**config.mk**
```make
export PLATFORM = sky130hd
export DESIGN_NAME = cswm_top
export DESIGN_NICKNAME = d
export VERILOG_FILES = /design/src/design/cswm_pkg.sv /design/src/design/cswm_top.sv
export SDC_FILE = /design/constraint.sdc
export NUM_CORES = 1
export LEC_CHECK = 0
export BUFFER_PORTS_ARGS = -buffer_cell sky130_fd_sc_hd__buf_2
export CAP_MARGIN = 20
export CORE_ASPECT_RATIO = 1.4
export CORE_MARGIN = 2
export CORE_UTILIZATION = 40
export DETAILED_ROUTE_END_ITERATION = 10
export SYNTH_ARGS = -nofsm -noshare
export SYNTH_HDL_FRONTEND = slang
export SYNTH_SLANG_ARGS = --single-unit
```
**constraint.sdc**
```tcl
create_clock -name sys_clk -period 4.6 [get_ports sys_clk]
set_clock_uncertainty 0.05 [all_clocks]
set_input_delay 0.92 -clock sys_clk [delete_from_list [all_inputs] [get_ports sys_clk]]
set_output_delay 0.92 -clock sys_clk [all_outputs]
set_load 0.01 [all_outputs]
```
**src/design/cswm_pkg.sv**
```systemverilog
// package of constants, types and helpers for the clock switch and fail-safe monitor
package cswm_pkg;
   localparam int unsigned CLK_PERIOD_NS  = 20;
   localparam int unsigned FRC_NOM_KHZ    = 8000;
   localparam int unsigned LOW_POWER_RC_OSC_NOM_KHZ   = 31;
   localparam int unsigned PLL_LOCK_NS    = 2000;
   localparam int unsigned PLL_LOCK_CYC   = (PLL_LOCK_NS + CLK_PERIOD_NS - 1) / CLK_PERIOD_NS;
   localparam int unsigned MON_START_US   = 2000;
   localparam int unsigned MON_START_CYC_DEF = MON_START_US * 1000 / CLK_PERIOD_NS;
   localparam int unsigned MON_MISS_TICKS_DEF = 4;
   // source codes
   localparam logic [2:0] SRC_FRC      = 3'h0;
   localparam logic [2:0] SRC_FRC_PLL  = 3'h1;
   localparam logic [2:0] SRC_PRI      = 3'h2;
   localparam logic [2:0] SRC_PRI_PLL  = 3'h3;
   localparam logic [2:0] SRC_SECONDARY_OSC     = 3'h4;
   localparam logic [2:0] SRC_LOW_POWER_RC_OSC     = 3'h5;
   localparam logic [2:0] SRC_FRC16    = 3'h6;
   localparam logic [2:0] SRC_FRC_DIV  = 3'h7;
   // oscillator classes, also gate indices
   localparam logic [1:0] CLS_FRC  = 2'h0;
   localparam logic [1:0] CLS_PRI  = 2'h1;
   localparam logic [1:0] CLS_SECONDARY_OSC = 2'h2;
   localparam logic [1:0] CLS_LOW_POWER_RC_OSC = 2'h3;
   // primary submodes
   localparam logic [1:0] PSUB_EC = 2'h0;
   localparam logic [1:0] PSUB_MS = 2'h1;
   localparam logic [1:0] PSUB_HS = 2'h2;
   localparam logic [1:0] MON_CFG_ON = 2'h0;
   // register map
   localparam logic [7:0] ADDR_CTRL = 8'h00;
   localparam logic [7:0] ADDR_STAT = 8'h04;
   localparam int unsigned CTRL_NEW_SOURCE_SEL_LSB = 0;
   localparam int unsigned CTRL_LOCK_BIT = 7;
   localparam int unsigned CTRL_PSC_LSB  = 8;
   localparam int unsigned STAT_CURRENT_SOURCE_SEL_LSB = 0;
   localparam int unsigned STAT_CF_BIT   = 3;
   localparam int unsigned STAT_PLLLK_BIT = 4;
   localparam int unsigned STAT_BUSY_BIT = 5;
   localparam int unsigned STAT_MON_BIT  = 6;
   localparam int unsigned STAT_DLY_BIT  = 7;
   localparam int unsigned STAT_GATE_LSB = 8;
   localparam logic        RST_LOCK = 1'b1;
   localparam logic [2:0]  RST_PSC  = 3'h0;
   localparam logic [2:0]  RST_NEW_SOURCE_SEL = 3'h0;
   localparam logic [3:0]  RST_GATE = 4'h1;

   typedef enum logic [3:0] {
      SW_IDLE = 4'b0001,
      SW_WAIT = 4'b0010,
      SW_OFF  = 4'b0100,
      SW_ON   = 4'b1000
   } cswm_sw_state_t;

   function automatic logic [1:0] cswm_class(input logic [2:0] s);
      unique case (s)
         SRC_PRI, SRC_PRI_PLL: cswm_class = CLS_PRI;
         SRC_SECONDARY_OSC:             cswm_class = CLS_SECONDARY_OSC;
         SRC_LOW_POWER_RC_OSC:             cswm_class = CLS_LOW_POWER_RC_OSC;
         default:              cswm_class = CLS_FRC;
      endcase
   endfunction

   function automatic logic cswm_uses_pll(input logic [2:0] s);
      cswm_uses_pll = (s == SRC_FRC_PLL) || (s == SRC_PRI_PLL);
   endfunction
endpackage

```
**src/design/cswm_top.sv**
```systemverilog
// clock source switch, pll lock tracking and fail-safe clock monitor with ahb-lite registers
//
// The implementer's own choices: the register addresses and register access over AHB-Lite.
`timescale 1ns/1ps
`default_nettype none
module cswm_top
   import cswm_pkg::*;
#(
   parameter int unsigned MON_START_CYC  = MON_START_CYC_DEF,
   parameter int unsigned MON_MISS_TICKS = MON_MISS_TICKS_DEF
) (
   input  wire logic        sys_clk,
   input  wire logic        rst_n,
   input  wire logic        hsel,
   input  wire logic [31:0] haddr,
   input  wire logic [1:0]  htrans,
   input  wire logic        hwrite,
   input  wire logic [2:0]  hsize,
   input  wire logic        hready,
   input  wire logic [31:0] hwdata,
   output logic             hreadyout,
   output logic             hresp,
   output logic [31:0]      hrdata,
   input  wire logic        frc_clk_in,
   input  wire logic        prim_clk_in,
   input  wire logic        secondary_osc_clk_in,
   input  wire logic        low_power_rc_osc_clk_in,
   input  wire logic        ost_done,
   input  wire logic        powerup_timer_done,
   input  wire logic        wake_event,
   input  wire logic        sleep_mode,
   input  wire logic [1:0]  switch_monitor_cfg,
   input  wire logic [2:0]  osc_config_select,
   input  wire logic [1:0]  primary_submode_cfg,
   input  wire logic        wdt_enable,
   input  wire logic        regulator_disabled,
   input  wire logic        timer_secondary_osc_en,
   output logic             frc_osc_en,
   output logic             prim_osc_en,
   output logic             secondary_osc_osc_en,
   output logic             low_power_rc_osc_osc_en,
   output logic             pll_en,
   output logic             pll_input_valid,
   output logic             usb_clk_en,
   output logic [3:0]       clk_gate_en,
   output logic [2:0]       current_source_sel,
   output logic             clock_fail_trap
);
   // all inputs except sys_clk, rst_n and the ahb-lite bus pass two flops; the third stage only feeds edge detection
   localparam int unsigned SW = 18;
   logic [SW-1:0] s1_r, s2_r;
   logic [3:0]    clk_d_r;
   always_ff @(posedge sys_clk or negedge rst_n) begin
      if (!rst_n) begin
         s1_r    <= '0;
         s2_r    <= '0;
         clk_d_r <= '0;
      end else begin
         s1_r    <= {low_power_rc_osc_clk_in, secondary_osc_clk_in, prim_clk_in, frc_clk_in, ost_done, powerup_timer_done,
                     wake_event, sleep_mode, switch_monitor_cfg, osc_config_select,
                     primary_submode_cfg, wdt_enable, regulator_disabled, timer_secondary_osc_en};
         s2_r    <= s1_r;
         clk_d_r <= s2_r[17:14];
      end
   end

   wire [3:0] clk_s      = s2_r[17:14];
   wire       ost_s      = s2_r[13];
   wire       powerup_timer_s     = s2_r[12];
   wire       wake_s     = s2_r[11];
   wire       sleep_s    = s2_r[10];
   wire [1:0] fcksm_s    = s2_r[9:8];
   wire [2:0] osc_config_select_s     = s2_r[7:5];
   wire [1:0] psub_s     = s2_r[4:3];
   wire       wdt_s      = s2_r[2];
   wire       regdis_s   = s2_r[1];
   wire       tmr_secondary_osc_s = s2_r[0];
   wire [3:0] clk_edge   = clk_s & ~clk_d_r;

   // configuration fuses are captured once, after the synchronisers have filled
   logic [1:0] init_cnt_r;
   logic       cfg_valid_r;
   logic [1:0] cfg_fcksm_r, cfg_psub_r;
   logic       cfg_regdis_r;
   logic       wake_d_r;
   logic       mon_go_r;
   wire        cfg_load = !cfg_valid_r && (init_cnt_r == 2'h2);
   always_ff @(posedge sys_clk or negedge rst_n) begin
      if (!rst_n) begin
         init_cnt_r   <= '0;
         cfg_valid_r  <= 1'b0;
         cfg_fcksm_r  <= 2'h3;
         cfg_psub_r   <= PSUB_EC;
         cfg_regdis_r <= 1'b0;
         wake_d_r     <= 1'b0;
         mon_go_r     <= 1'b0;
      end else begin
         wake_d_r <= wake_s;
         mon_go_r <= cfg_load;
         if (!cfg_valid_r)
            init_cnt_r <= init_cnt_r + 2'h1;
         if (cfg_load) begin
            cfg_valid_r  <= 1'b1;
            cfg_fcksm_r  <= fcksm_s;
            cfg_psub_r   <= psub_s;
            cfg_regdis_r <= regdis_s;
         end
      end
   end

   wire sw_en      = cfg_valid_r && !cfg_fcksm_r[1];
   wire mon_cfg_en = cfg_valid_r && (cfg_fcksm_r == MON_CFG_ON);

   // register state
   logic [2:0]     new_source_sel_r, cur_r, tgt_r, psc_r;
   logic           lock_r, cf_r, pll_lock_r, tgt_seen_r;
   logic [3:0]     gate_r;
   cswm_sw_state_t st_r, st_nxt;

   // ahb-lite slave: zero wait states, always okay
   logic       wr_pend_r;
   logic [7:0] wr_addr_r;
   wire        ahb_go   = hsel && hready && htrans[1];
   wire        ahb_wr   = ahb_go && hwrite;
   wire        ahb_rd   = ahb_go && !hwrite;
   wire        ctrl_wr  = wr_pend_r && (wr_addr_r == ADDR_CTRL);
   wire        stat_wr  = wr_pend_r && (wr_addr_r == ADDR_STAT);
   wire        cf_clr   = stat_wr && hwdata[STAT_CF_BIT];
   wire [2:0]  new_source_sel_in  = hwdata[CTRL_NEW_SOURCE_SEL_LSB +: 3];
   // new_source_sel only moves while unlocked, switching allowed and no switch in flight
   wire        new_source_sel_wr  = ctrl_wr && !lock_r && sw_en && (st_r == SW_IDLE);
   wire        busy     = (st_r != SW_IDLE);
   logic       mon_run_r, dly_act_r;
   wire [31:0] ctrl_rd  = {21'h0, psc_r, lock_r, 4'h0, new_source_sel_r};
   wire [31:0] stat_rd  = {20'h0, gate_r, dly_act_r, mon_run_r, busy, pll_lock_r, cf_r, cur_r};
   wire [31:0] rd_mux   = (haddr[7:0] == ADDR_CTRL && haddr[31:8] == 24'h0) ? ctrl_rd :
                          (haddr[7:0] == ADDR_STAT && haddr[31:8] == 24'h0) ? stat_rd : 32'h0;
   wire        map_hit  = (haddr[31:8] == 24'h0);
   always_ff @(posedge sys_clk or negedge rst_n) begin
      if (!rst_n) begin
         wr_pend_r <= 1'b0;
         wr_addr_r <= '0;
         hrdata    <= '0;
      end else begin
         wr_pend_r <= ahb_wr && map_hit;
         wr_addr_r <= haddr[7:0];
         if (ahb_rd)
            hrdata <= rd_mux;
      end
   end
   assign hreadyout = 1'b1;
   assign hresp     = 1'b0;

   always_ff @(posedge sys_clk or negedge rst_n) begin
      if (!rst_n) begin
         lock_r <= RST_LOCK;
         psc_r  <= RST_PSC;
         new_source_sel_r <= RST_NEW_SOURCE_SEL;
      end else begin
         if (ctrl_wr) begin
            lock_r <= hwdata[CTRL_LOCK_BIT];
            psc_r  <= hwdata[CTRL_PSC_LSB +: 3];
         end
         if (new_source_sel_wr)
            new_source_sel_r <= new_source_sel_in;
      end
   end

   // class and stability decode
   wire [1:0] cls_cur   = cswm_class(cur_r);
   wire [1:0] cls_tgt   = cswm_class(tgt_r);
   wire       redundant = (new_source_sel_in == cur_r);
   wire       sw_start  = new_source_sel_wr && !redundant;
   // pll modes wait for lock, other crystal submodes for the startup timer, the rest for a live edge
   wire       tgt_xtal  = (cls_tgt == CLS_PRI) && (cfg_psub_r != PSUB_EC);
   wire       tgt_ok    = cswm_uses_pll(tgt_r) ? pll_lock_r :
                          tgt_xtal ? ost_s : tgt_seen_r;
   wire       same_cls  = (cls_cur == cls_tgt);
   // during a switch, gates only change while their clock sits low so no runt pulse reaches the tree
   wire       old_low   = !clk_s[cls_cur];
   wire       new_low   = !clk_s[cls_tgt];
   logic      fail_p;

   always_comb begin
      st_nxt = st_r;
      unique case (st_r)
         SW_IDLE: if (sw_start) st_nxt = SW_WAIT;
         // no timeout here: a dead source outside the pll modes leaves the switch pending forever
         SW_WAIT: if (tgt_ok) st_nxt = same_cls ? SW_ON : SW_OFF;
         SW_OFF:  if (old_low) st_nxt = SW_ON;
         SW_ON:   if (same_cls || new_low) st_nxt = SW_IDLE;
         default: st_nxt = SW_IDLE;
      endcase
      if (fail_p)
         st_nxt = SW_IDLE;
   end

   wire handover = (st_r == SW_ON) && (same_cls || new_low);
   always_ff @(posedge sys_clk or negedge rst_n) begin
      if (!rst_n) begin
         st_r       <= SW_IDLE;
         tgt_r      <= SRC_FRC;
         tgt_seen_r <= 1'b0;
      end else begin
         st_r <= st_nxt;
         if (sw_start) begin
            tgt_r      <= new_source_sel_in;
            tgt_seen_r <= 1'b0;
         end else if (clk_edge[cls_tgt]) begin
            tgt_seen_r <= 1'b1;
         end
      end
   end

   // current source and clock gates; failure forces fast rc at once since the old clock is dead
   always_ff @(posedge sys_clk or negedge rst_n) begin
      if (!rst_n) begin
         cur_r  <= SRC_FRC;
         gate_r <= RST_GATE;
      end else if (fail_p) begin
         cur_r  <= SRC_FRC;
         gate_r <= 4'h1 << CLS_FRC;
      end else if (cfg_load) begin
         cur_r  <= osc_config_select_s;
         gate_r <= 4'h1 << cswm_class(osc_config_select_s);
      end else if (st_r == SW_OFF && old_low) begin
         gate_r[cls_cur] <= 1'b0;
      end else if (handover) begin
         cur_r           <= tgt_r;
         gate_r[cls_tgt] <= 1'b1;
      end
   end

   // pll lock flag: cleared at reset, while pll_en is low and whenever a switch to a pll source starts
   logic [15:0] pll_cnt_r;
   always_ff @(posedge sys_clk or negedge rst_n) begin
      if (!rst_n) begin
         pll_lock_r <= 1'b0;
         pll_cnt_r  <= '0;
      end else if (!pll_en || (sw_start && cswm_uses_pll(new_source_sel_in))) begin
         pll_lock_r <= 1'b0;
         pll_cnt_r  <= '0;
      end else if (!pll_lock_r) begin
         pll_cnt_r <= pll_cnt_r + 16'h1;
         if (pll_cnt_r == 16'(PLL_LOCK_CYC - 1))
            pll_lock_r <= 1'b1;
      end
   end

   // monitor: optional start delay, then count low-power rc ticks without a system clock edge
   logic [31:0] dly_cnt_r;
   logic [7:0]  miss_r;
   logic        dly_seen_r;
   // start one edge after capture, once the fuses and the source code are valid
   wire mon_start = cfg_valid_r && (mon_go_r || (wake_s && !wake_d_r));
   wire dly_mode  = (cls_cur == CLS_SECONDARY_OSC) ||
                    ((cls_cur == CLS_PRI) && (cfg_psub_r == PSUB_EC || cfg_psub_r == PSUB_HS));
   wire dly_need  = mon_cfg_en && dly_mode;
   wire mon_edge  = clk_edge[cls_cur];
   wire low_power_rc_osc_tick = clk_edge[CLS_LOW_POWER_RC_OSC];
   wire dly_end   = dly_act_r && (dly_cnt_r == 32'h1);
   assign fail_p  = mon_cfg_en && ((mon_run_r && miss_r == 8'(MON_MISS_TICKS)) ||
                    (dly_end && !dly_seen_r && !mon_edge));
   always_ff @(posedge sys_clk or negedge rst_n) begin
      if (!rst_n) begin
         dly_act_r  <= 1'b0;
         dly_cnt_r  <= '0;
         dly_seen_r <= 1'b0;
         mon_run_r  <= 1'b0;
         miss_r     <= '0;
      end else if (mon_start) begin
         dly_act_r  <= dly_need;
         dly_cnt_r  <= MON_START_CYC;
         dly_seen_r <= 1'b0;
         mon_run_r  <= !dly_need && mon_cfg_en;
         miss_r     <= '0;
      end else if (fail_p) begin
         dly_act_r <= 1'b0;
         mon_run_r <= 1'b1; // keeps watching fast rc
         miss_r    <= '0;
      end else if (dly_act_r) begin
         dly_cnt_r <= dly_cnt_r - 32'h1;
         if (mon_edge)
            dly_seen_r <= 1'b1;
         if (dly_end) begin
            dly_act_r <= 1'b0;
            mon_run_r <= 1'b1;
         end
      end else if (mon_edge || handover || sleep_s) begin
         miss_r <= '0; // sleep stops the time base, so the miss count is cleared too
      end else if (mon_run_r && low_power_rc_osc_tick) begin
         miss_r <= miss_r + 8'h1;
      end
   end

   // clock_fail_flag: a new failure in the clearing cycle wins
   always_ff @(posedge sys_clk or negedge rst_n) begin
      if (!rst_n) begin
         cf_r            <= 1'b0;
         clock_fail_trap <= 1'b0;
      end else begin
         cf_r            <= fail_p || (cf_r && !cf_clr);
         clock_fail_trap <= fail_p;
      end
   end

   // oscillator enables; old and new oscillators both stay on throughout a switch
   wire tgt_live = busy;
   assign frc_osc_en  = !powerup_timer_s || cls_cur == CLS_FRC || (tgt_live && cls_tgt == CLS_FRC);
   assign prim_osc_en = cls_cur == CLS_PRI || (tgt_live && cls_tgt == CLS_PRI);
   assign secondary_osc_osc_en = cls_cur == CLS_SECONDARY_OSC || (tgt_live && cls_tgt == CLS_SECONDARY_OSC) ||
                        tmr_secondary_osc_s;
   // watchdog keeps its time base across clock failures and switches
   assign low_power_rc_osc_osc_en = (!powerup_timer_s && cfg_regdis_r) || wdt_s || (mon_cfg_en && !sleep_s) ||
                        cls_cur == CLS_LOW_POWER_RC_OSC || (tgt_live && cls_tgt == CLS_LOW_POWER_RC_OSC);
   // postscaled rc multiplied by the pll gives the 16/32/64 MHz system clocks
   assign pll_en = cswm_uses_pll(cur_r) || (tgt_live && cswm_uses_pll(tgt_r));
   // only direct and divide-by-2 keep the pll input in range
   assign pll_input_valid = (psc_r == 3'h0) || (psc_r == 3'h1);
   assign usb_clk_en = (cur_r == SRC_FRC_PLL) && pll_lock_r && pll_input_valid;
   assign clk_gate_en        = gate_r;
   assign current_source_sel = cur_r;

   wire unused_ok = &{1'b0, hsize, haddr[1:0], FRC_NOM_KHZ[0], LOW_POWER_RC_OSC_NOM_KHZ[0]};
endmodule // cswm_top
`default_nettype wire

```
==> impl_results.md <==
- Hold Buf Count CTS: 0
- Drt pass-1 iters: 5
- # DRC: 0
- Final Power: 3.05 mW
- Critical Path Start Type: flop
- RSZ-0062 raised after global routing: false
- Core Rows: a little under 60
- Synth Cell Area: 0.00731 sq mm
- Post-synth ARST share: 100%
- Ant. Diodes: 0
- Die height: 164 um
- WL/cell: between 15 and 20 um
- Initial DRC Count: 302
- Max Freq: 289 MHz
- Fin. max-slew vios: 0
- Outcome: finished, final reports clean
- Total routed wirelength: ~18,000 um
- TritonCTS clock tree: done
- Worst Hold Class: flop to flop
- Post-DP HPWL: around 13,000 um
- Initial antenna violation count: 0
- Max-cap viol count: 0
- Initial core utilization: around 41%
- Post-CTS setup buffers: 0
- Area Overhead vs Synth: 15.6%
- Final Hold Fails: 0
- TritonCTS Buffers: 17
- Root Driver: clkbuf_16
- Die area: 0.0194 sq mm
- Setup_tns: 0 ns
- Hold slack: 0.297 ns
- Synth warn: 0
- Seq/Total Area, Yosys: 53.1%
- Worst Max-Slew Pin Slew: ~0.98 ns
- Most common cell in the netlist: dfrtp_1
- Share of cells above drive strength 1: 19.6%
- Nets: 879
- Clock transition at path regs: 0.06 ns
- Post-cts sizing count: 0
- RD Place Congestion: 0.893
- Min cycle time layout: 3.46 ns
- Yosys top cell area share: 51.3%
- Final setup viols: 0
- CP endpoint kind: flop
- Final worst path period share: 75.3%
- First-pass GRT wire length: 29,200 um
- #FFs+latches synth: 155
- Req. time, crit path: 4.89 ns
- Main area contributors after synthesis: dfrtp_1 (51%), nand2_1 (3.0%), nor2_1 (2.9%)
- Sink Count: 155
- Final Core Density: a little under half
- Worst-Skew Late Latency: 0.42 ns
- Yosys top cell by area: dfrtp_1
- PD cells: 361 mW/mm^2
- Critical Path AT: between 3 and 4 ns
- Top post-synthesis cells by count: dfrtp_1 (150), nand2_1 (58), nor2_1 (57)
- Syn Inst Count: between 700 and 800
- X dimension of the die: 118 um
- H-tree levels: 4
- Ys flop type: dfrtp_1
- Vias/cell: 5.41
- Worst slack, placed: 1.22 ns
- Total grt overflow: 0
- CP max FO: 17
- Core Area: 0.0179 sq mm
- Syn_area_per_cell: 10.4 sq um
- Total track usage: about a fifth
- Worst Setup Path Type: flop to flop
- Antenna-violating nets left: 0
- Io pins: between 100 and 150
- VDD IR max: approximately 0.31 mV
- Vias in the first global route: ~5,700
- Post-synthesis cell type count: 70
- Largest net degree at the start of global routing: 97
- Rel. slew slack: about a third
- Leakage: 3.82 nW
- Via count: about 5,600
- Post-synth EDFFs: 0
- Max Root-Sink Buffers: 2
- Port Buffer Count: 90
- Final Worst Setup Slack: 1.14 ns
layout by cell type, fill, tap and decap left out, drive strengths merged, types with 6 or more instances in the layout:
master / Yosys / routed
buf: 36 / 93
nand3: 13 / 13
and3: 7 / 7
or3: 15 / 15
clkbuf: 17 / 19
nor4: 23 / 23
or4: 12 / 12
ha: 6 / 6
nor3: 23 / 23
nand4: 8 / 8
o211ai: 6 / 6
mux2i: 18 / 18
a31oi: 9 / 9
a21oi: 28 / 28
conb: 2 / 22
nand2b: 15 / 15
nor2b: 11 / 11
dfrtp: 150 / 150
inv: 17 / 18
xnor2: 10 / 10
mux2: 11 / 11
nand2: 58 / 58
xor2: 18 / 18
and2: 6 / 6
nor2: 57 / 57
o21ai: 35 / 35
worst max-delay path, cell delays in order, from the launching register on:
cell and delay (ns):
dfrtp_1 0.59, nand2b_1 0.28, o32ai_1 0.57, o311a_1 0.76
o31ai_1 0.40, or4b_1 0.57, a21oi_1 0.16
final timing paths:
kind / start / cells after the start / endpoint / slack (ns)
min in group asynchronous: rst_n / 1 / pll_cnt_r[8]$_DFFE_PN0P_ / 0.50
worst min register to register: s1_r[9]$_DFF_PN0_ / 0 / s2_r[9]$_DFF_PN0_ / 0.30
max in group asynchronous: rst_n / 2 / cfg_fcksm_r[0]$_DFFE_PN1P_ / 3.09
worst max-delay path: current_source_sel[1]$_DFFE_PN0P_ / 6 / miss_r[1]$_DFFE_PN0P_ / 1.14
worst max register to register: current_source_sel[1]$_DFFE_PN0P_ / 6 / miss_r[1]$_DFFE_PN0P_ / 1.14
worst min-delay path: s1_r[9]$_DFF_PN0_ / 0 / s2_r[9]$_DFF_PN0_ / 0.30
logic make-up after synthesis:
logic type      Yosys count  share of synthesized area (%)
compound gates          128                           11.4
flops                   155                           53.1
simple gates            284                           21.4
other cells               2                          0.103
buf+inv                  70                           5.37
fa+ha+maj                 6                           1.03
mux                      29                           4.16
xor+xnor                 28                           3.35
power breakdown:
group	internal [mW]	total (mW)	switching (mW)
registers	1.40	1.44	0.0379
clock network	0.857	1.41	0.555
logic	0.0729	0.200	0.127
sequential cells by signal, indices dropped and copies added (netlist names), 2 cells and up:
| register | flops |
|---|---|
| cfg_fcksm_r | 2 |
| pll_cnt_r | 16 |
| dly_cnt_r | 32 |
| psc_r | 3 |
| cfg_psub_r | 2 |
| s2_r | 18 |
| st_r | 4 |
| new_source_sel_r | 3 |
| current_source_sel | 3 |
| clk_d_r | 4 |
| s1_r | 18 |
| hrdata | 12 |
| clk_gate_en | 4 |
| wr_addr_r | 8 |
| init_cnt_r | 2 |
| miss_r | 8 |
| tgt_r | 3 |
metrics by stage:
step,area [sq um],cells
global placement,7840,1001
finish,8450,1034
detailed placement,7840,1001
global route,8450,1034
floorplan,7390,722
CTS,8440,1033
layout make-up:
cell class / instances / area (sq um)
well taps: 240 / 300
clock buffers: 19 / 433
fillers: 1693 / 9470
inverters: 17 / 63.8
multi-input cells: 497 / 3110
clock inverters: 13 / 169
flip-flops and latches: 155 / 3880
repair buffers: 93 / 492
layer usage:
metal	global-route usage (%)	wire (um)	part of all wire [%]
met2	34.7	9450	53
met4	6.46	343	1.9
met3	3.54	557	3.1
met1	22.4	7420	42
met5	0	0	0
Power figures use the tool's default switching activity.
